### src/design/owd_pkg.sv
package owd_pkg;

  // Register indices; the byte address on the bus is four times the index.
  localparam logic [15:0] CFG_IDX = 16'h001f;
  localparam logic [15:0] SVC_IDX = 16'hffff;
  localparam logic [15:0] CAUSE_IDX = 16'h0020;
  localparam logic [15:0] STAT_IDX = 16'h0021;
  localparam int unsigned ADDR_W = 18;

  // Value after reset, and the mask of writable bits.
  localparam logic [7:0] CFG_RST = 8'h00;
  localparam logic [7:0] CFG_WMASK = 8'hbf;

  // Cycle counts, all in oscillator clock cycles.
  localparam int unsigned RST_PULSE_CYC = 32;
  localparam int unsigned POR_CLR_CYC = 4096;

  // Timeout exponents: the period is 2^hi minus 2^low cycles.
  localparam int unsigned TOT_W = 18;
  localparam int unsigned SLOW_EXP = 18;
  localparam int unsigned FAST_EXP = 13;
  localparam int unsigned LOW_EXP = 4;
  localparam int unsigned SVC_LOW_BIT = 4;

  // Configuration register one, bit 7 down to bit 0.
  typedef struct packed {
    logic lv_in_stop;
    logic rsvd;
    logic lv_rst_off;
    logic lv_pwr_off;
    logic short_stop_rec;
    logic timeout_rate_select;
    logic stop_enable;
    logic watchdog_disable;
  } owd_cfg_s;

  // Filtered test high voltage levels.
  typedef struct packed {
    logic on_irq;
    logic on_rst;
  } owd_hv_s;

  // Reset pulse sequencer.
  typedef enum logic [1:0] {
    ST_RUN = 2'b01,
    ST_HOLD = 2'b10
  } owd_state_e;

  // Last combined count before overflow for the chosen rate.
  function automatic logic [TOT_W-1:0] owd_last(input logic slow);
    logic [TOT_W:0] lim;
    lim = slow ? (19'h1 << SLOW_EXP) : (19'h1 << FAST_EXP);
    lim = lim - (19'h1 << LOW_EXP) - 19'h1;
    return lim[TOT_W-1:0];
  endfunction

endpackage

### src/design/owd_top.sv
// How it works
// - 12-bit prescaler feeds free-running 6-bit counter.
// - Rate bit picks long or short timeout.
// - Unserviced overflow issues a system reset.
// - Service write clears counter and upper prescaler.
// - Service address reads back reset vector low.
// - Reset pin low 32 cycles, cause bit set.
// - Stop instruction clears whole prescaler.
// - Prescaler cleared 4096 cycles after power-up.
// - Internal reset clears prescaler and counter.
// - Reset vector fetch clears the prescaler.
// - Configuration bit 0 disables the watchdog.
// - High-voltage monitor entry disables while voltage stays.
// - Blank-vector monitor entry disables until power-on.
// - Break with high voltage on reset disables.
// - Counting continues during wait mode.
// - Stop mode freezes prescaler and counter.
// - Stop disabled: stop causes illegal-opcode reset.
// - No interrupt request, only reset.
//
// The Avalon-MM register port is this design's own decision.
module owd_top
  import owd_pkg::*;
#(
  parameter int unsigned PRE_W = 12,
  parameter int unsigned CNT_W = 6
) (
  input wire logic ref_clk,
  input wire logic rstn,
  input wire logic [ADDR_W-1:0] avs_address,
  input wire logic avs_read,
  input wire logic avs_write,
  input wire logic [31:0] avs_writedata,
  input wire logic [3:0] avs_byteenable,
  output logic [31:0] avs_readdata,
  output logic avs_waitrequest,
  input wire logic [7:0] reset_vector_low,
  input wire logic stop_exec,
  input wire logic stop_mode,
  input wire logic wait_mode,
  input wire logic reset_vector_fetch,
  input wire logic internal_reset,
  input wire logic monitor_entry,
  input wire logic break_active,
  input wire logic test_hv_irq_pin,
  input wire logic test_hv_rst_pin,
  output logic stop_grant,
  output logic illegal_op_reset,
  output logic wd_reset_req,
  output logic rst_pin_o,
  output logic rst_pin_oe
);

  // The timeout formula only fits an 18-bit combined count.
  if (PRE_W + CNT_W != TOT_W || PRE_W <= SVC_LOW_BIT) begin : g_bad_width
    $error("owd_top: prescaler and counter widths must total 18 bits");
  end

  owd_cfg_s cfg_r; // Configuration register one.
  owd_state_e state_r; // Reset pulse sequencer state.
  logic [PRE_W-1:0] pre_r; // Prescaler.
  logic [CNT_W-1:0] cnt_r; // Timeout counter.
  logic [5:0] pulse_r; // Reset pin low-time counter.
  logic [12:0] por_r; // Cycles since power-up.
  logic por_done_r; // Power-up clear already given.
  logic cause_r; // Watchdog reset cause flag.
  logic ack_r; // Bus answer phase.
  logic [31:0] rdata_r; // Read data holding register.
  logic [2:0] hv_irq_s; // Pin synchroniser for irq voltage.
  logic [2:0] hv_rst_s; // Pin synchroniser for reset voltage.
  owd_hv_s hv_r; // Filtered voltage levels.
  logic mon_hv_r; // Monitor entered with voltage on irq pin.
  logic mon_blank_r; // Monitor entered from blank vectors.
  logic illegal_r; // Registered illegal-opcode reset.
  logic grant_r; // Registered stop grant.
  logic ovf_r; // Registered overflow pulse.

  logic [15:0] idx; // Word index of the current access.
  logic wr_go; // Write taking effect this edge.
  logic svc_wr; // Service write taking effect.
  logic por_clr; // Power-up prescaler clear pulse.
  logic full_clr; // Clears prescaler and counter.
  logic pre_clr; // Clears the whole prescaler only.
  logic run; // Oscillator clock reaches the watchdog.
  logic wd_off; // Watchdog disabled by any cause.
  logic ovf; // Overflow event this cycle.

  // Bus decode. The access is answered one cycle after it appears.
  assign idx = avs_address[ADDR_W-1:2];
  assign avs_waitrequest = (avs_read | avs_write) & ~ack_r;
  assign wr_go = avs_write & ack_r & avs_byteenable[0];
  assign svc_wr = wr_go && idx == SVC_IDX;

  // Answer toggles so that each access waits exactly one cycle.
  // A master that holds its request after the answer starts a fresh access,
  // so every transfer costs two cycles and never more.
  always_ff @(posedge ref_clk) begin
    if (!rstn) begin
      ack_r <= 1'b0;
    end else begin
      ack_r <= (avs_read | avs_write) & ~ack_r;
    end
  end

  // Read data is captured in the waiting cycle, so it stands at the answer.
  // It then holds until the next read, which keeps the bus output a flip-flop.
  always_ff @(posedge ref_clk) begin
    if (!rstn) begin
      rdata_r <= 32'h0;
    end else if (avs_read && !ack_r) begin
      unique case (idx)
        CFG_IDX: rdata_r <= {24'h0, cfg_r & CFG_WMASK};
        // The service location is the vector byte, not watchdog state.
        SVC_IDX: rdata_r <= {24'h0, reset_vector_low};
        CAUSE_IDX: rdata_r <= {31'h0, cause_r};
        STAT_IDX: rdata_r <= {16'h0, 2'h0, cnt_r, 7'h0, wd_off};
        default: rdata_r <= 32'h0;
      endcase
    end
  end
  assign avs_readdata = rdata_r;

  // Configuration writes. The reserved bit stays zero.
  always_ff @(posedge ref_clk) begin
    if (!rstn) begin
      cfg_r <= CFG_RST;
    end else if (wr_go && idx == CFG_IDX) begin
      cfg_r <= avs_writedata[7:0] & CFG_WMASK;
    end
  end

  // Pin synchronisers: three stages, a change counts when two agree.
  // The filter costs four cycles of latency, which is harmless for a level
  // that only changes when a test fixture is applied or removed.
  always_ff @(posedge ref_clk) begin
    if (!rstn) begin
      hv_irq_s <= 3'h0;
      hv_rst_s <= 3'h0;
      hv_r <= '0;
    end else begin
      hv_irq_s <= {hv_irq_s[1:0], test_hv_irq_pin};
      hv_rst_s <= {hv_rst_s[1:0], test_hv_rst_pin};
      if (hv_irq_s[1] == hv_irq_s[2]) begin
        hv_r.on_irq <= hv_irq_s[2];
      end
      if (hv_rst_s[1] == hv_rst_s[2]) begin
        hv_r.on_rst <= hv_rst_s[2];
      end
    end
  end

  // Monitor-mode disables. The blank-vector one is only released by
  // power-on reset, so an internal reset does not touch it.
  always_ff @(posedge ref_clk) begin
    if (!rstn) begin
      mon_hv_r <= 1'b0;
      mon_blank_r <= 1'b0;
    end else begin
      if (monitor_entry && hv_r.on_irq) begin
        mon_hv_r <= 1'b1;
      end else if (!hv_r.on_irq && !hv_r.on_rst) begin
        mon_hv_r <= 1'b0;
      end
      if (monitor_entry && !hv_r.on_irq) begin
        mon_blank_r <= 1'b1;
      end
    end
  end

  // Every disabling cause. Break needs voltage on the reset pin.
  // The break path needs no latch, since it follows the filtered level directly.
  assign wd_off = cfg_r.watchdog_disable
                | mon_hv_r | mon_blank_r
                | (break_active & hv_r.on_rst);

  // Power-up timer gives one prescaler clear after 4096 cycles.
  // The timer stops once it has fired, so a long run never repeats the clear.
  always_ff @(posedge ref_clk) begin
    if (!rstn) begin
      por_r <= 13'h0;
      por_done_r <= 1'b0;
    end else if (!por_done_r) begin
      por_r <= por_r + 13'h1;
      if (por_r == 13'(POR_CLR_CYC - 1)) begin
        por_done_r <= 1'b1;
      end
    end
  end
  assign por_clr = !por_done_r && por_r == 13'(POR_CLR_CYC - 1);

  // Our own overflow is an internal reset as well.
  // Treating it this way restarts a full period after each bite.
  assign full_clr = internal_reset | ovf_r;
  assign pre_clr = stop_exec | reset_vector_fetch | por_clr;

  // Wait mode does not gate the clock; only stop mode does.
  // The gating is done as a hold, since a gated clock would need its own tree.
  assign run = !stop_mode;

  // Overflow is held off while disabled or while a pulse is running.
  // Matching one exact count keeps both rates on the same adder chain.
  assign ovf = run && !wd_off && state_r == ST_RUN && !full_clr
             && !pre_clr && !svc_wr
             && {cnt_r, pre_r} == owd_last(cfg_r.timeout_rate_select);

  // Prescaler and counter. Clears outrank service, which outranks counting.
  // A stop clears the whole prescaler but leaves the counter, so software
  // should service around stop to get a full period back.
  always_ff @(posedge ref_clk) begin
    if (!rstn) begin
      pre_r <= '0;
      cnt_r <= '0;
    end else if (full_clr) begin
      pre_r <= '0;
      cnt_r <= '0;
    end else begin
      if (pre_clr) begin
        pre_r <= '0;
      end else if (svc_wr) begin
        // Low four stages keep their count, not cleared, so service timing stays smooth.
        pre_r <= {{(PRE_W-SVC_LOW_BIT){1'b0}}, pre_r[SVC_LOW_BIT-1:0]};
      end else if (run) begin
        pre_r <= pre_r + 1'b1;
      end
      if (svc_wr) begin
        cnt_r <= '0;
      end else if (run && !pre_clr && &pre_r) begin
        cnt_r <= cnt_r + 1'b1;
      end
    end
  end

  // Reset pulse sequencer drives the pin low for 32 cycles.
  // The pulse length is fixed, and a new overflow cannot start while it runs.
  always_ff @(posedge ref_clk) begin
    if (!rstn) begin
      state_r <= ST_RUN;
      pulse_r <= 6'h0;
    end else begin
      unique case (state_r)
        ST_RUN: begin
          pulse_r <= 6'h0;
          if (ovf) begin
            state_r <= ST_HOLD;
          end
        end
        ST_HOLD: begin
          pulse_r <= pulse_r + 6'h1;
          if (pulse_r == 6'(RST_PULSE_CYC - 1)) begin
            state_r <= ST_RUN;
          end
        end
        default: state_r <= ST_RUN;
      endcase
    end
  end

  // Open-drain reset pin: only ever pulled low.
  assign rst_pin_o = 1'b0;
  assign rst_pin_oe = state_r == ST_HOLD;

  // Cause flag: hardware set wins over a software clear in the same cycle.
  // Software learns the cause after the restart by reading this flag.
  always_ff @(posedge ref_clk) begin
    if (!rstn) begin
      cause_r <= 1'b0;
    end else if (ovf_r) begin
      cause_r <= 1'b1;
    end else if (wr_go && idx == CAUSE_IDX && avs_writedata[0]) begin
      cause_r <= 1'b0;
    end
  end

  // Registered event outputs. There is no interrupt output at all.
  // Every output here comes from a flip-flop, wd_reset_req as a one-cycle pulse, so a consumer
  // in another block sees a clean level with no combinational glitch.
  always_ff @(posedge ref_clk) begin
    if (!rstn) begin
      ovf_r <= 1'b0;
      illegal_r <= 1'b0;
      grant_r <= 1'b0;
    end else begin
      ovf_r <= ovf;
      illegal_r <= stop_exec & ~cfg_r.stop_enable;
      grant_r <= stop_exec & cfg_r.stop_enable;
    end
  end
  assign wd_reset_req = ovf_r;
  assign illegal_op_reset = illegal_r;
  assign stop_grant = grant_r;

  // Helper: no clear or service this cycle.
  logic quiet;
  assign quiet = !full_clr && !pre_clr && !svc_wr;

  // Checks. One clock and one reset serve all of them, as there is one domain.
  AST_PIN_LOW_32: assert property (@(posedge ref_clk) disable iff (!rstn)
    $rose(rst_pin_oe) |-> ##31 rst_pin_oe ##1 !rst_pin_oe)
    else $error("reset pin low time is not 32 cycles");

  AST_CAUSE_SET: assert property (@(posedge ref_clk) disable iff (!rstn)
    wd_reset_req |=> cause_r && rst_pin_oe)
    else $error("watchdog reset did not set cause and pin");

  AST_TIMEOUT_POINT: assert property (@(posedge ref_clk) disable iff (!rstn)
    wd_reset_req |-> $past({cnt_r, pre_r}) == owd_last($past(cfg_r.timeout_rate_select)))
    else $error("overflow at wrong count");

  AST_SERVICE: assert property (@(posedge ref_clk) disable iff (!rstn)
    (svc_wr && !full_clr && !pre_clr) |=> cnt_r == '0
      && pre_r[PRE_W-1:SVC_LOW_BIT] == '0
      && pre_r[SVC_LOW_BIT-1:0] == $past(pre_r[SVC_LOW_BIT-1:0]))
    else $error("service write did not clear the right stages");

  AST_SVC_READ: assert property (@(posedge ref_clk) disable iff (!rstn)
    (avs_read && !avs_waitrequest && idx == SVC_IDX)
      |-> avs_readdata == {24'h0, $past(reset_vector_low)})
    else $error("service read did not return vector byte");

  AST_FULL_CLR: assert property (@(posedge ref_clk) disable iff (!rstn)
    internal_reset |=> pre_r == '0 && cnt_r == '0)
    else $error("internal reset did not clear counters");

  AST_PRE_CLR: assert property (@(posedge ref_clk) disable iff (!rstn)
    (reset_vector_fetch || stop_exec) |=> pre_r == '0)
    else $error("prescaler not cleared");

  AST_STOP_FREEZE: assert property (@(posedge ref_clk) disable iff (!rstn)
    (stop_mode && quiet) |=> $stable(pre_r) && $stable(cnt_r))
    else $error("watchdog advanced in stop mode");

  AST_OFF_NO_RESET: assert property (@(posedge ref_clk) disable iff (!rstn)
    $past(wd_off) |-> !wd_reset_req)
    else $error("disabled watchdog issued a reset");

  AST_BLANK_HOLD: assert property (@(posedge ref_clk) disable iff (!rstn)
    mon_blank_r |=> mon_blank_r && wd_off)
    else $error("blank-vector disable released");

  AST_ILLEGAL: assert property (@(posedge ref_clk) disable iff (!rstn)
    (stop_exec && !cfg_r.stop_enable) |=> illegal_op_reset && !stop_grant)
    else $error("disabled stop did not give illegal-opcode reset");

  AST_POR_CLR: assert property (@(posedge ref_clk) disable iff (!rstn)
    por_clr |=> pre_r == '0 && por_done_r)
    else $error("power-up prescaler clear missing");

  AST_WAIT_COUNT: assert property (@(posedge ref_clk) disable iff (!rstn)
    (wait_mode && run && quiet) |=> pre_r == $past(pre_r) + 1'b1)
    else $error("prescaler stalled in wait mode");

  AST_CARRY: assert property (@(posedge ref_clk) disable iff (!rstn)
    (run && quiet && &pre_r) |=> cnt_r == $past(cnt_r) + 1'b1 && pre_r == '0)
    else $error("prescaler carry did not advance the counter");

  AST_HV_RELEASE: assert property (@(posedge ref_clk) disable iff (!rstn)
    (!monitor_entry && !hv_r.on_irq && !hv_r.on_rst) |=> !mon_hv_r)
    else $error("voltage-held disable did not release");

  AST_GRANT: assert property (@(posedge ref_clk) disable iff (!rstn)
    (stop_exec && cfg_r.stop_enable) |=> stop_grant && !illegal_op_reset)
    else $error("allowed stop was not granted");

  AST_BREAK_OFF: assert property (@(posedge ref_clk) disable iff (!rstn)
    (break_active && hv_r.on_rst) |-> wd_off)
    else $error("break with test voltage left the watchdog on");

  COV_WD_RESET: cover property (@(posedge ref_clk) disable iff (!rstn) wd_reset_req);
  COV_SERVICE: cover property (@(posedge ref_clk) disable iff (!rstn) svc_wr);
  COV_ILLEGAL: cover property (@(posedge ref_clk) disable iff (!rstn) illegal_op_reset);
  COV_MON_OFF: cover property (@(posedge ref_clk) disable iff (!rstn) $rose(mon_hv_r));
  COV_WAIT_BITE: cover property (@(posedge ref_clk) disable iff (!rstn) wait_mode && wd_reset_req);

endmodule

### config.mk
export PLATFORM = sky130hd
export DESIGN_NAME = owd_top
export DESIGN_NICKNAME = d
export VERILOG_FILES = /design/src/design/owd_pkg.sv /design/src/design/owd_top.sv
export SDC_FILE = /design/constraint.sdc
export NUM_CORES = 1
export LEC_CHECK = 0
export CAP_MARGIN = 20
export CORE_ASPECT_RATIO = 1.25
export CORE_MARGIN = 1.5
export CORE_UTILIZATION = 52
export DETAILED_ROUTE_END_ITERATION = 10
export DONT_BUFFER_PORTS = 1
export GPL_TIMING_DRIVEN = 1
export PLACE_DENSITY_LB_ADDON = 0.25
export SETUP_SLACK_MARGIN = 0.02
export SYNTH_ARGS = -nofsm -noshare
export SYNTH_HDL_FRONTEND = slang
export SYNTH_SLANG_ARGS = --single-unit
### constraint.sdc
create_clock -name ref_clk -period 1.5 [get_ports ref_clk]
set_input_delay 0.075 -clock ref_clk [delete_from_list [all_inputs] [get_ports ref_clk]]
set_output_delay 0.075 -clock ref_clk [all_outputs]
set_load 0.05 [all_outputs]
=== Word-level counts from Yosys, hierarchy flattened ===
Cells that the tools add are included.

* Flip-flop bits (word level): 94
* Output and inout port bits: 38
* Bits of input ports: 75
* Logic and storage cells: 110

* Bitwise gates (word level): 18
* Muxes and demuxes: 12
* Equality and inequality tests: 13
* Add/sub/neg operators: 6
* Reductions and logical operators: 35

{| class="wikitable"
|+ Operator list
! cell !! count
|-
| $pmux 14 s4 || 1
|-
| $eq 16x6->1 const B || 2
|-
| $eq 18x18->1 || 1
|-
| $sub 18x1->18 const B || 1
|-
| $sub 18x5->18 const B || 1
|-
| $logic_and 1x1->1 || 17
|-
| $eq 16x16->1 const B || 1
|-
| $eq 16x5->1 const B || 1
|-
| $mux 14 || 1
|-
| $add 13x1->13 const B || 1
|-
| $eq 13x12->1 const B || 1
|-
| $add 12x1->12 const B || 1
|-
| $add 6x1->6 const B || 2
|-
| $pmux 6 s2 || 1
|-
| $reduce_and 12->1 || 1
|-
| $logic_not 1->1 || 9
|-
| $or 1x1->1 || 7
|-
| $and 1x1->1 || 6
|-
| $eq 6x5->1 const B || 1
|-
| $mux 1 || 6
|-
| $reduce_bool 2->1 || 3
|-
| $reduce_or 3->1 || 2
|-
| $not 1->1 || 5
|-
| $mux 2 || 2
|-
| 8 further kinds || 10
|}

=== Logic depth before layout (Yosys ltp) ===
* Depth in word-level cells: 12
* Mapped depth: 7

=== Least setup slack after synthesis ===
No wires, ideal clock.

* Kind: register -> register
* Start point: reg por_r[0]
* End point: reg pre_r[10]
* Data arrival time: 1473 ps
* Setup slack: -89 ps
* Cell stages (with the launch flop): 8
* Setup time: 116 ps
* Cell sequence: dfxtp_1 -> ha_1 -> and3b_1 -> nand4_1 -> nand3_1 -> nand2b_1 -> buf_2 -> nor2_1

* Longest elaborated chain between the ends: 4

{| class="wikitable"
|+ RTL lines
! element !! line !! text
|-
| start, declared || owd_top.sv:64 || <nowiki>logic [12:0] por_r;</nowiki>
|-
| start signal, assigned || owd_top.sv:183 || <nowiki>por_r <= por_r + 13'h1;</nowiki>
|-
| $eq 13x12->1 || owd_top.sv:189 || <nowiki>assign por_clr = !por_done_r && por_r == 13'(POR_CLR_CYC - 1);</nowiki>
|-
| $logic_and 1x1->1 || owd_top.sv:189 ||
|-
| $or 1x1->1 || owd_top.sv:194 || <nowiki>assign pre_clr = stop_exec | reset_vector_fetch | por_clr;</nowiki>
|-
| $reduce_or 4->1 (no line) || -- ||
|-
| end signal, assigned || owd_top.sv:221 || <nowiki>pre_r <= {{(PRE_W-SVC_LOW_BIT){1'b0}}, pre_r[SVC_LOW_BIT-1:0]};</nowiki>
|-
| end signal, assigned || owd_top.sv:223 || <nowiki>pre_r <= pre_r + 1'b1;</nowiki>
|-
| end, declared || owd_top.sv:61 || <nowiki>logic [PRE_W-1:0] pre_r;</nowiki>
|}

Every way passes these cells.
A chain may end at the register's enable or synchronous reset.

=== Final worst setup path ===
* Start point: reg por_r[1]
* End point: reg state_r[0]

* Longest elaborated chain between the ends: 9

{| class="wikitable"
|+ RTL lines
! element !! line !! text
|-
| $eq 13x12->1 || owd_top.sv:189 ||
|-
| $logic_and 1x1->1 || owd_top.sv:189 ||
|-
| $or 1x1->1 || owd_top.sv:194 ||
|-
| $logic_not 1->1 || -- ||
|-
| $logic_and 1x1->1 (2 in series) || owd_top.sv:203 || <nowiki>&& !pre_clr && !svc_wr</nowiki>
|-
| $logic_and 1x1->1 || owd_top.sv:204 || <nowiki>&& {cnt_r, pre_r} == owd_last(cfg_r.timeout_rate_select);</nowiki>
|-
| $ne 2x2->1 (no line) || -- ||
|-
| $reduce_and 2->1 (no line) || -- ||
|-
| end signal, assigned || owd_top.sv:237 || <nowiki>state_r <= ST_RUN;</nowiki>
|-
| end signal, assigned || owd_top.sv:244 || <nowiki>state_r <= ST_HOLD;</nowiki>
|-
| end signal, assigned || owd_top.sv:250 || <nowiki>state_r <= ST_RUN;</nowiki>
|-
| end, declared || owd_top.sv:60 || <nowiki>owd_state_e state_r;</nowiki>
|}

Every way passes these cells.

==> impl_metrics.ini <==
[cells_and_area]
drive_above_1_share_pct = 26.4
stdcell_count = 572
fillers = 511
post-route-util_pct = 70.8
multi_input_area_sq_mm = 0.00204
seqCellArea_sq_mm = 0.00153
final_cell_area_sq_mm = 0.00465
antenna_cells = 0
final_cell_mix = dfxtp_1, buf_4, nand2_1
final_common_cell = dfxtp_1
nets = 561
area_growth_pct = 31.8

[synthesis]
ys.flop_type = dfxtp_1
syn_area_sq_mm = 0.00353
synthArstFlopShare_pct = 0
yosys_warnings = 0
ys_seq_elements = 76
yosys-top-cells-area = dfxtp_1, nand2_1, xor2_1
synth_top_area_share_pct = 43.1
yosysSeqAreaShare_pct = 43.1
yosysUniqueCellTypes = 49
postSynthAreaPerCell_sq_um = 9.07
synth_edf_count = 0
netlist_instances = 389
synth_top_area_cell = dfxtp_1

[power_and_ir_drop]
combPwrFrac_pct = 8.0
ir_drop_uv = 694
p_int_uw = 3100
p_sw_uw = 959
powerDensity_mw_per_mm2 = 874
clkPwrFrac_pct = 41.3
leakagePower_uw = 0.00188
switching_share_pct = 23.6
p_seq_share_pct = 50.7

[timing]
period_needed_ps = 1560
drv_slew = 0
timing.hold.ws_ps = -31.1
final.setup.worst_slack_ps = -62.3
finalSetupTns_ps = -62.3
final-setup-viol-count = 1
hold_viol_final = 1
fin_worst_skew_ps = 4.91
rsz0062_at_grt = yes
fmax_mhz = 640
fin_crit_sh_pct = 104

[floorplanning]
core-area_sq_mm = 0.00657
die_w_microns = 76.7
dieArea_sq_mm = 0.00729
io_pins = 113
rows = 33
start_util_pct = 53.7
dieHeight_microns = 95.1

[detailed_routing]
wl_microns = 8260
ant_nets = 0
first_pass_iters = 4
post_drt_wl_per_cell_microns = 14.4
viasPerCell = 5.30
drc = 0
drt-initial-drc-count = 97
via_count = 3029

[min_path]
hp-class = in -> reg
hold_end = state_r[1]$_SDFFE_PN0P_
holdPathStages = 3
hp-start = internal_reset

[critical_path]
required_ps = 1750
critical_path_class = reg -> reg
r2r_start = por_r[1]$_SDFFE_PN0N_
cp_top_family = simple AND/OR/NAND/NOR gates
path_buf_inv = 1
cp_slowest_stage_delay_ps = 340
r2r_slack_ps = -60
cp_data_arrival_time_ps = 1810
r2r_end = state_r[0]$_SDFFE_PN1P_
path_cells = ha_4 -> and3b_2 -> nand4_1 -> buf_4 -> nand2_1 -> nand4b_1 -> a21o_1
crit_slowest_cell = dfxtp_2
start_kind = flip-flop
path_max_fanout = 3
reg2reg_depth = 7
worst_setup_path_end_kind = flip-flop

[clock_network]
htreeDepth = 3
hold_buffers = 23
cts_buffers = 9
cts.sinks = 76
clk_pin_slew_ps = 80
cts_tree = yes
clk_path_buf_depth = 2
clk_latency_ps = 350
cts_root_buffer = clkbuf_8

[status]
violations = negative hold slack, negative setup slack
status = complete, but fails checks

[global_route]
grt_pass1_vias = 2976
grt_use_total_pct = 23.1
grt_pass1_wl_microns = 13100
grt_overflow = 0
grt_antenna_before_repair = 0
grt_max_degree = 51

[placed_design]
placed_cell_area_sq_mm = 0.00403
place_congestion = 0.808
dp.cells = 529
io_buffer_count = 0
dp_hpwl_microns = 5470

[flow_run]
maxCapViolations = 0
## state kept, by name, indices dropped and copies added (netlist names)
name	cells
avs_readdata	14
hv_irq_s	3
state_r	2
pulse_r	6
hv_r	2
stop_grant	1
wd_reset_req	1
cnt_r	6
hv_rst_s	3
cause_r	1
por_done_r	1
illegal_op_reset	1
por_r	13
pre_r	12
mon_hv_r	1
mon_blank_r	1
cfg_r	7
ack_r	1
## per-stage QoR
step	setup WS, ps	total power (uW)
5_1_grt	-138	4200
6_report	-62.3	4060
2_1_floorplan	23.4	2350
3_5_place_dp	-202	2350
4_1_cts	-60.3	4080
3_3_place_gp	-116	2340
## worst register-to-register path, cell delays in order, from the launching register on
cell and delay [ps]:
dfxtp_2 340, ha_4 150, and3b_2 210, nand4_1 140
buf_4 170, nand2_1 50, nand4b_1 200, a21o_1 200
## Yosys cell counts, types with 6 or more instances
| library cell | count |
|---|---|
| and3_1 | 7 |
| nand2_1 | 41 |
| buf_4 | 19 |
| xnor2_1 | 15 |
| nand3_1 | 16 |
| a21boi_0 | 16 |
| nor2_1 | 39 |
| xor2_1 | 17 |
| mux2i_1 | 11 |
| a22oi_1 | 6 |
| nor2b_1 | 14 |
| ha_1 | 6 |
| nand4_1 | 13 |
| and2_1 | 20 |
| a21oi_1 | 7 |
| o21ai_0 | 6 |
| dfxtp_1 | 76 |
## cell type report
class                           count  area share [%]
Timing Repair Buffer               89            15.8
Tap cell                           87            2.34
Sequential cell                    76            32.9
Inverter                            3           0.242
Clock inverter                      3           0.915
Multi-Input combinational cell    301            43.9
Clock buffer                       13            3.85
## kinds of logic after synthesis
logic type,count (synthesis),synth area share [%]
compound gates,47,9.18
xor+xnor,32,7.94
fa+ha+maj,6,2.13
buf+inv,31,5.60
flops,76,43.1
mux,11,3.12
other cells,1,0.106
simple gates,185,28.8
## metal layers
layer,GRT usage (%),wire length [microns],vias to the layer above
li1,-,-,1486
met1,24.0,3370,1451
met2,42.0,4360,68
met3,5.84,279,24
met4,14.2,243,0
met5,0,0,-
## worst max-delay path by stage
stage / startpoint / end / slack (ps) / cells past startpoint
floorplan: pre_r[0]$_SDFFE_PP0P_ / cnt_r[1]$_SDFFE_PP0P_ / 20 / 6
finish: por_r[1]$_SDFFE_PN0N_ / state_r[0]$_SDFFE_PN1P_ / -60 / 7
global route: por_r[0]$_SDFFE_PN0N_ / state_r[0]$_SDFFE_PN1P_ / -140 / 7
detailed placement: cfg_r[0]$_SDFFE_PN0P_ / state_r[0]$_SDFFE_PN1P_ / -200 / 5
global placement: cfg_r[0]$_SDFFE_PN0P_ / state_r[0]$_SDFFE_PN1P_ / -120 / 5
CTS: pulse_r[0]$_SDFFE_PN0P_ / state_r[0]$_SDFFE_PN1P_ / -60 / 6
## power groups by stage
stage	Clock [uW]	Combinational, uW	Sequential [uW]
finish	1680	326	2060
global route	1800	349	2060
CTS	1710	317	2060
detailed placement	0	244	2100
global placement	0	241	2100
floorplan	0	243	2110
## timing repair
item | CTS | global route
pin swaps | 4 | 11
endpoints found under the hold margin | 56 | 1
buffers inserted | 0 | 3
resized for setup | 8 | 28
cloned | 0 | 1
setup endpoints to repair | 13 | 36
Note: power is estimated with default switching activity, not from simulation.
